`src/hw/rcl_pkg.sv`:
```
// Purpose: Shared constants and types for the reset configuration word loader
// Assumes: 24-bit program addresses, 24-bit flash words, 16-bit table data
// Notes: Configuration locations are byte wide; the upper table byte reads as ones
`default_nettype none

package rcl_pkg;

  localparam int ADDR_W = 24;
  localparam int WORD_W = 24;
  localparam int DATA_W = 16;
  localparam int LOC_W = 8;
  localparam int LOC_NUM = 5;

  // Flash configuration word one for each flash size; word two sits two below it
  localparam logic [ADDR_W-1:0] CW1_ADDR_16K = 24'h00_2BFE;
  localparam logic [ADDR_W-1:0] CW1_ADDR_32K = 24'h00_57FE;
  localparam logic [ADDR_W-1:0] CW1_ADDR_48K = 24'h00_83FE;
  localparam logic [ADDR_W-1:0] CW1_ADDR_64K = 24'h00_ABFE;
  localparam logic [ADDR_W-1:0] CW_STRIDE = 24'h00_0002;

  // Configuration space and the five volatile locations in it
  localparam logic [ADDR_W-1:0] CFG_SPACE_LO = 24'h80_0000;
  localparam logic [ADDR_W-1:0] CFG_BASE = 24'hF8_0000;
  localparam logic [ADDR_W-1:0] CFG_LOC_STEP = 24'h00_0002;
  localparam logic [ADDR_W-1:0] CFG_SPAN = 24'h00_000A;

  // Unprogrammed value of every configuration bit
  localparam logic [LOC_W-1:0] LOC_ERASED = 8'hFF;
  localparam logic [DATA_W-1:0] RDATA_NONE = 16'h0000;

  // Field masks and shifts that scatter the two packed words
  localparam logic [DATA_W-1:0] MASK_WDT = 16'h00FF;
  localparam logic [DATA_W-1:0] MASK_DBG = 16'h0F00;
  localparam logic [DATA_W-1:0] MASK_PROT = 16'h7000;
  localparam logic [DATA_W-1:0] MASK_CLK = 16'h00FF;
  localparam logic [DATA_W-1:0] MASK_OSC = 16'h8700;
  localparam int SHIFT_LO = 0;
  localparam int SHIFT_HI = 8;

  typedef enum logic [1:0] {
    FS_16K = 2'b00,
    FS_32K = 2'b01,
    FS_48K = 2'b10,
    FS_64K = 2'b11
  } rcl_flash_size_t;

  typedef enum logic [2:0] {
    ST_REQ1 = 3'b000,
    ST_WAIT1 = 3'b001,
    ST_REQ2 = 3'b010,
    ST_WAIT2 = 3'b011,
    ST_DONE = 3'b100
  } rcl_state_t;

  typedef struct packed {
    logic rd;
    logic wr;
    logic [ADDR_W-1:0] addr;
    logic [DATA_W-1:0] wdata;
  } rcl_tbl_req_t;

  typedef struct packed {
    logic [LOC_W-1:0] osc;
    logic [LOC_W-1:0] clk;
    logic [LOC_W-1:0] prot;
    logic [LOC_W-1:0] dbg;
    logic [LOC_W-1:0] wdt;
  } rcl_cfg_set_t;

endpackage : rcl_pkg

`default_nettype wire

```
`src/hw/rcl_field_pick.sv`:
```
// Purpose: Pick masked fields out of a packed word into one configuration byte
// Assumes: Bits outside the mask are unimplemented and read as one
// Notes: Only the low sixteen bits ever arrive here
`default_nettype none

module rcl_field_pick #(
  parameter logic [15:0] MASK = 16'h00FF,
  parameter int SHIFT = 0
) (
  input wire logic [15:0] word,
  output logic [7:0] field
);

  logic [15:0] filled;
  logic [15:0] shifted;

  assign filled = (word & MASK) | ~MASK;
  assign shifted = filled >> SHIFT;
  assign field = shifted[7:0];

endmodule : rcl_field_pick

`default_nettype wire

```
`src/hw/rcl_loader.sv`:
```
// Purpose: Reload volatile configuration locations from flash on every reset
// Assumes: Flash answers each read pulse with one valid pulse; table port is synchronous
// Notes: Core reset stays asserted until both words have been unpacked
//
// Behaviour
// - Programmed bit reads zero, unprogrammed one
// - Configuration locations start at fixed base
// - Config space reached only by table access
// - Volatile storage refilled before settings apply
// - Source is top two flash words
// - Unpack two words into five locations
// - Reload on every kind of reset
// - Word addresses scale with flash size
// - Upper byte of each word ignored
`default_nettype none

module rcl_loader (
  input wire logic sys_clk,
  input wire logic sys_rst,
  input wire logic reset_req,
  input wire rcl_pkg::rcl_flash_size_t flash_size,
  output logic flash_rd_req,
  output logic [rcl_pkg::ADDR_W-1:0] flash_rd_addr,
  input wire logic flash_rd_valid,
  input wire logic [rcl_pkg::WORD_W-1:0] flash_rd_data,
  input wire rcl_pkg::rcl_tbl_req_t tbl_req,
  output logic tbl_ack,
  output logic [rcl_pkg::DATA_W-1:0] tbl_rdata,
  output rcl_pkg::rcl_cfg_set_t cfg,
  output logic core_rst
);
  import rcl_pkg::*;

  rcl_state_t state_reg;
  rcl_state_t state_next;
  rcl_cfg_set_t cfg_reg;
  rcl_cfg_set_t cfg_next;
  logic req_reg;
  logic [ADDR_W-1:0] addr_reg;
  logic [ADDR_W-1:0] addr_next;
  logic ack_reg;
  logic [DATA_W-1:0] rdata_reg;
  logic [DATA_W-1:0] rdata_next;
  logic core_rst_reg;
  logic [ADDR_W-1:0] cw1_addr;
  logic [ADDR_W-1:0] cw2_addr;
  logic [DATA_W-1:0] word_lo;
  logic [LOC_W-1:0] pick_wdt;
  logic [LOC_W-1:0] pick_dbg;
  logic [LOC_W-1:0] pick_prot;
  logic [LOC_W-1:0] pick_clk;
  logic [LOC_W-1:0] pick_osc;
  logic in_req;
  logic got_w1;
  logic got_w2;
  logic tbl_any;
  logic in_cfg_space;
  logic [ADDR_W-1:0] tbl_off;
  logic cfg_hit;
  logic [2:0] loc_idx;
  logic [LOC_W-1:0] loc_rd;
  logic tbl_wr_hit;

  // Word one address follows the flash size, word two sits one word below
  assign cw1_addr = (flash_size == FS_16K) ? CW1_ADDR_16K :
                    (flash_size == FS_32K) ? CW1_ADDR_32K :
                    (flash_size == FS_48K) ? CW1_ADDR_48K : CW1_ADDR_64K;
  assign cw2_addr = cw1_addr - CW_STRIDE;

  // Upper byte never reaches the unpackers, so an image padded with ones is harmless
  assign word_lo = flash_rd_data[DATA_W-1:0];

  rcl_field_pick #(.MASK(MASK_WDT), .SHIFT(SHIFT_LO)) u_pick_wdt (
    .word(word_lo),
    .field(pick_wdt)
  );
  rcl_field_pick #(.MASK(MASK_DBG), .SHIFT(SHIFT_HI)) u_pick_dbg (
    .word(word_lo),
    .field(pick_dbg)
  );
  rcl_field_pick #(.MASK(MASK_PROT), .SHIFT(SHIFT_HI)) u_pick_prot (
    .word(word_lo),
    .field(pick_prot)
  );
  rcl_field_pick #(.MASK(MASK_CLK), .SHIFT(SHIFT_LO)) u_pick_clk (
    .word(word_lo),
    .field(pick_clk)
  );
  rcl_field_pick #(.MASK(MASK_OSC), .SHIFT(SHIFT_HI)) u_pick_osc (
    .word(word_lo),
    .field(pick_osc)
  );

  assign in_req = (state_reg == ST_REQ1) || (state_reg == ST_REQ2);
  assign got_w1 = (state_reg == ST_WAIT1) && flash_rd_valid;
  assign got_w2 = (state_reg == ST_WAIT2) && flash_rd_valid;
  assign addr_next = (state_reg == ST_REQ1) ? cw1_addr :
                     (state_reg == ST_REQ2) ? cw2_addr : addr_reg;

  always_comb
  begin
    state_next = state_reg;
    unique case (state_reg)
      ST_REQ1: state_next = ST_WAIT1;
      ST_WAIT1: state_next = flash_rd_valid ? ST_REQ2 : ST_WAIT1;
      ST_REQ2: state_next = ST_WAIT2;
      ST_WAIT2: state_next = flash_rd_valid ? ST_DONE : ST_WAIT2;
      ST_DONE: state_next = ST_DONE;
      default: state_next = ST_REQ1;
    endcase
  end

  // Table access only; nothing here is visible to fetch or data space
  assign tbl_any = tbl_req.rd || tbl_req.wr;
  assign in_cfg_space = tbl_req.addr >= CFG_SPACE_LO;
  assign tbl_off = tbl_req.addr - CFG_BASE;
  assign cfg_hit = in_cfg_space && (tbl_req.addr >= CFG_BASE) && (tbl_off < CFG_SPAN)
                   && !tbl_req.addr[0];
  assign loc_idx = tbl_off[3:1];
  assign loc_rd = (loc_idx == 3'd0) ? cfg_reg.wdt :
                  (loc_idx == 3'd1) ? cfg_reg.dbg :
                  (loc_idx == 3'd2) ? cfg_reg.prot :
                  (loc_idx == 3'd3) ? cfg_reg.clk : cfg_reg.osc;
  // Config hits take effect only in ST_DONE; before that writes are dropped and reads return zero, though still acked
  assign tbl_wr_hit = tbl_req.wr && cfg_hit && (state_reg == ST_DONE);
  assign rdata_next = (tbl_req.rd && cfg_hit && state_reg == ST_DONE) ?
                      {LOC_ERASED, loc_rd} : RDATA_NONE;

  always_comb
  begin
    cfg_next = cfg_reg;
    if (got_w1)
    begin
      cfg_next.wdt = pick_wdt;
      cfg_next.dbg = pick_dbg;
      cfg_next.prot = pick_prot;
    end
    if (got_w2)
    begin
      cfg_next.clk = pick_clk;
      cfg_next.osc = pick_osc;
    end
    if (tbl_wr_hit)
    begin
      unique case (loc_idx)
        3'd0: cfg_next.wdt = tbl_req.wdata[LOC_W-1:0];
        3'd1: cfg_next.dbg = tbl_req.wdata[LOC_W-1:0];
        3'd2: cfg_next.prot = tbl_req.wdata[LOC_W-1:0];
        3'd3: cfg_next.clk = tbl_req.wdata[LOC_W-1:0];
        default: cfg_next.osc = tbl_req.wdata[LOC_W-1:0];
      endcase
    end
  end

  // Every reset source restarts the load from erased locations
  always_ff @(posedge sys_clk or posedge sys_rst)
  begin
    if (sys_rst)
    begin
      state_reg <= ST_REQ1;
      cfg_reg <= {LOC_NUM{LOC_ERASED}};
      core_rst_reg <= 1'b1;
    end
    else if (reset_req)
    begin
      state_reg <= ST_REQ1;
      cfg_reg <= {LOC_NUM{LOC_ERASED}};
      core_rst_reg <= 1'b1;
    end
    else
    begin
      state_reg <= state_next;
      cfg_reg <= cfg_next;
      core_rst_reg <= (state_next != ST_DONE);
    end
  end

  always_ff @(posedge sys_clk or posedge sys_rst)
  begin
    if (sys_rst)
    begin
      req_reg <= 1'b0;
      addr_reg <= '0;
      ack_reg <= 1'b0;
      rdata_reg <= RDATA_NONE;
    end
    else
    begin
      req_reg <= in_req && !reset_req;
      addr_reg <= addr_next;
      ack_reg <= tbl_any;
      rdata_reg <= rdata_next;
    end
  end

  assign flash_rd_req = req_reg;
  assign flash_rd_addr = addr_reg;
  assign tbl_ack = ack_reg;
  assign tbl_rdata = rdata_reg;
  assign cfg = cfg_reg;
  assign core_rst = core_rst_reg;

  a_core_held_load: assert property (@(posedge sys_clk) disable iff (sys_rst)
    (state_reg != ST_DONE) |-> core_rst_reg)
    else $error("core released before configuration load");
  a_word1_addr: assert property (@(posedge sys_clk) disable iff (sys_rst)
    (state_reg == ST_REQ1 && !reset_req) |=> flash_rd_req && flash_rd_addr == $past(cw1_addr))
    else $error("word one read address wrong");
  a_word2_below: assert property (@(posedge sys_clk) disable iff (sys_rst)
    (state_reg == ST_REQ2 && !reset_req) |=> flash_rd_addr == $past(cw1_addr) - CW_STRIDE)
    else $error("word two not two below word one");
  a_unpack_word1: assert property (@(posedge sys_clk) disable iff (sys_rst)
    (got_w1 && !reset_req) |=> cfg_reg.wdt == $past(flash_rd_data[LOC_W-1:0]))
    else $error("watchdog location not loaded from word one");
  // Oscillator byte must come from the low sixteen bits only, masked bits forced to one
  a_upper_ignored: assert property (@(posedge sys_clk) disable iff (sys_rst)
    (got_w2 && !reset_req) |=> cfg_reg.clk == $past(flash_rd_data[LOC_W-1:0])
    && cfg_reg.osc == ($past(flash_rd_data[DATA_W-1:SHIFT_HI]) | ~MASK_OSC[DATA_W-1:SHIFT_HI]))
    else $error("upper byte leaked into configuration");
  a_reload_reset: assert property (@(posedge sys_clk) disable iff (sys_rst)
    reset_req |=> core_rst_reg && state_reg == ST_REQ1 && cfg_reg == {LOC_NUM{LOC_ERASED}})
    else $error("reset request did not restart load");
  a_volatile_refill: assert property (@(posedge sys_clk) disable iff (sys_rst)
    $fell(core_rst_reg) |-> $past(state_reg) == ST_WAIT2 && $past(flash_rd_valid))
    else $error("settings applied without second word");
  a_read_pads_ones: assert property (@(posedge sys_clk) disable iff (sys_rst)
    (tbl_req.rd && cfg_hit && state_reg == ST_DONE)
    |=> tbl_ack && tbl_rdata[DATA_W-1:LOC_W] == LOC_ERASED)
    else $error("configuration read upper byte not ones");
  a_base_location: assert property (@(posedge sys_clk) disable iff (sys_rst)
    (tbl_req.rd && tbl_req.addr == CFG_BASE && state_reg == ST_DONE && !got_w1)
    |=> tbl_rdata[LOC_W-1:0] == $past(cfg_reg.wdt))
    else $error("base address does not read first location");
  a_outside_space: assert property (@(posedge sys_clk) disable iff (sys_rst)
    (tbl_req.rd && tbl_req.addr < CFG_SPACE_LO) |=> tbl_rdata == RDATA_NONE)
    else $error("table read below configuration space returned data");

  c_load_done: cover property (@(posedge sys_clk) disable iff (sys_rst) $fell(core_rst_reg));
  c_warm_reload: cover property (@(posedge sys_clk) disable iff (sys_rst)
    (state_reg == ST_DONE) ##1 reset_req);
  c_table_write: cover property (@(posedge sys_clk) disable iff (sys_rst) tbl_wr_hit);

endmodule : rcl_loader

`default_nettype wire

```
`config.mk`:
```
export PLATFORM = sky130hd
export DESIGN_NAME = rcl_loader
export DESIGN_NICKNAME = d
export VERILOG_FILES = /design/src/hw/rcl_pkg.sv /design/src/hw/rcl_field_pick.sv /design/src/hw/rcl_loader.sv
export SDC_FILE = /design/constraint.sdc
export NUM_CORES = 1
export LEC_CHECK = 0
export BUFFER_PORTS_ARGS = -buffer_cell sky130_fd_sc_hd__buf_2
export CELL_PAD_IN_SITES_DETAIL_PLACEMENT = 0
export CELL_PAD_IN_SITES_GLOBAL_PLACEMENT = 1
export CORE_ASPECT_RATIO = 1.5
export CORE_UTILIZATION = 38
export CTS_BUF_LIST = sky130_fd_sc_hd__clkbuf_4 sky130_fd_sc_hd__clkbuf_8 sky130_fd_sc_hd__clkbuf_16
export DETAILED_ROUTE_END_ITERATION = 12
export PLACE_DENSITY = 0.95
export SLEW_MARGIN = 20
export SYNTH_ARGS = -nofsm -noshare
export SYNTH_HDL_FRONTEND = slang
export SYNTH_SLANG_ARGS = --single-unit
```
`constraint.sdc`:
```
create_clock -name sys_clk -period 4.96 [get_ports sys_clk]
set_input_delay 0.992 -clock sys_clk [delete_from_list [all_inputs] [get_ports sys_clk]]
set_output_delay 0.992 -clock sys_clk [all_outputs]
set_load 0.03 [all_outputs]
```
==> flow_metrics.tcl <==
set metrics [dict create \
    synthTopCellsByCount "41 x dfstp_2, 41 x mux2i_1, 35 x a211oi_1" \
    clkTransAtPathRegs_ps 50 \
    critical-path-slowest-cell "nor4_4" \
    min-delay-path-class "register to register" \
    ys_warn_count 0 \
    dp_worst_setup_slack_ps 1720 \
    outcome "complete, no violations" \
    seqPwrFrac 0.400 \
    root_buffer "clkbuf_16" \
    drive_above_1_share 0.500 \
    rsz0062_at_grt "no" \
    worstPathMaxFanout 8 \
    wl_per_cell_um 17.9 \
    postCtsSetupRepairBufs 0 \
    grt_usage 0.215 \
    cp.required_ps 5220 \
    finalPower_mw 1.34 \
    core-area_sq_um 8830 \
    cp_data_arrival_time_ps 3140 \
    max_slew_margin 0.303 \
    min_period_ps 2880 \
    min_period_over_period 0.581 \
    synth_xor_area_frac 0.00253 \
    switching_share 0.267 \
    grt_max_degree 45 \
    htreeDepth 3 \
    tightestPinTransition_ps 1040 \
    antenna_found_initial 0 \
    largest_reg_flops 40 \
    cpPeakStageDelay_ps 900 \
    first_iter_violations 133 \
    setup_viol 0 \
    fmax_ghz 0.347 \
    netlist_area_sq_um 3460 \
    cts_hold_buffers 0 \
    path_class "primary input to register" \
    io_pins 155 \
    dpl.hpwl_um 6740 \
    vdd.ir_drop.worst_mv 0.184 \
    syn_area_per_cell_sq_um 10.8 \
    grt_pass1_vias 2870 \
    synth-seq-cells 60 \
    synth-compound-area-share 0.128 \
    die_x_um 79.9 \
    yosysTopAreaCell "dfstp_2" \
    routabilityCongestion 0.822 \
    async_flop_share 1.00 \
    portBuffers 129 \
    row_count 42 \
    synth_edf_count 0 \
    cap_viol_max_count 0 \
    muxShareOfSynthArea 0.128 \
    grt-ovfl-total 0 \
    cts_buffers 9 \
    hold_viol_final 0 \
    yosys.area_share.simple 0.184 \
    insertion_delay_ps 330 \
    leakage_nw 1.98 \
    ys_top_cells_by_area "dfstp_2 31%, dfrtp_1 14%, mux2i_1 12%" \
    synth_fa_ha_area_frac 0.0108 \
    start_util 0.392 \
    num_antenna_cells 0 \
    worst-path-buf-inv 1 \
    drtAntennaViolNets 0 \
    slew_viol_final 0 \
    die_h_um 119 \
    ctsResizeCount 0 \
    drc 0 \
    synth_top_family_by_area "simple AND/OR/NAND/NOR gates" \
    grt_pass1_wl_um 15000 \
    utilization 0.487 \
    setup_ws_ps 2080 \
    power_switching_mw 0.358 \
    worstPathCellList "buf_2 > ha_1 > nor4_1 > nand4_2 > nor4_4 > mux2i_1" \
    ys_seq_area_frac 0.449 \
    synth_top_area_frac 0.311 \
    power_frac_comb 0.148 \
    path_delay_family "simple AND/OR/NAND/NOR gates" \
    pwr-share-clk 0.452 \
    cts_sinks 60 \
    dr.pass1.iters 4 \
    final.setup_skew_ps 5.52 \
    route.final.wire_length_um 9610 \
    power_density_nw_per_um2 312 \
    synthFlopType "dfstp_2" \
    fin_nets 496 \
    dieArea_sq_um 9500 \
    viasPerCell 5.41 \
    clockBufferDepth 2 \
    netlist_instances 319 \
    syn2layout_area_growth_pct 24.2 \
    crit_path_end_kind "register" \
    worst_setup_path_start_kind "primary input" \
    tritoncts "done" \
    finalSetupTns_ps 0 \
    ys_types 40 \
    num_vias 2898 \
    intPower_mw 0.981 \
]
-- metal layers --
layer	track usage	wire, um	vias up
li1	-	-	1326
met1	0.245	3680	1420
met2	0.374	5130	129
met4	0.113	278	0
met5	0	0	-
met3	0.0406	528	23
-- cell families (layout without fill, tap and decap cells) --
kind of cell,count (synthesis),in the layout
other,1,9
and+or+nand+nor,101,101
buffers and inverters,54,153
adders and majority gates,3,3
muxes,43,43
AOI/OAI and AO/OA,56,56
xor gates and xnor gates,1,1
DFF,60,60
-- metrics by stage --
stage | cell area (sq um) | hold slack, ps | std cells
after global routing | 4300 | 552 | 536
after global placement | 4000 | 486 | 520
final | 4300 | 505 | 536
after floorplan | 3490 | 510 | 327
after CTS | 4300 | 508 | 536
after detailed placement | 4000 | 497 | 520
-- placed cells by master (no fill, tap or decap), drive strengths merged, types with 9 or more instances in the layout --
master | synthesis | routed
buf | 33 | 132
nand2 | 9 | 9
nor2 | 27 | 27
and2 | 12 | 12
conb | 1 | 9
clkbuf | 16 | 15
nor2b | 17 | 17
dfrtp | 19 | 19
mux2i | 41 | 41
dfstp | 41 | 41
a211oi | 35 | 35
-- cell type report --
cell class	count	area, sq um
Timing Repair Buffer	132	668
Multi-Input combinational cell	213	1630
Tap cell	110	138
Sequential cell	60	1550
Clock buffer	15	289
Clock inverter	1	5.00
Fill cell	829	4530
Inverter	5	18.8
-- worst paths after layout --
check	start	end	cells past startpoint	slack, ps
max	tbl_req[35]	cfg[15]	6	2080
min reg2reg	flash_rd_addr[1]	flash_rd_addr[1]	2	510
max in group asynchronous	sys_rst	cfg[19]	3	3280
max reg2reg	state_reg[2]	tbl_rdata[0]	4	2480
min in group asynchronous	sys_rst	tbl_rdata[5]	2	830
min	flash_rd_addr[1]	flash_rd_addr[1]	2	510
-- power by group through the flow --
stage,clock [mW],sequential [mW],combinational (mW)
2_1_floorplan,0,0.575,0.106
3_3_place_gp,0,0.541,0.196
3_5_place_dp,0,0.543,0.199
4_1_cts,0.615,0.536,0.200
5_1_grt,0.630,0.539,0.215
6_report,0.605,0.536,0.199
-- tightest hold or removal path, stage by stage, from the launching register on --
cell and delay, ps:
dfrtp_1 330, o21ai_0 80, o31ai_1 60
No activity file was read; power rests on OpenSTA's default activity.
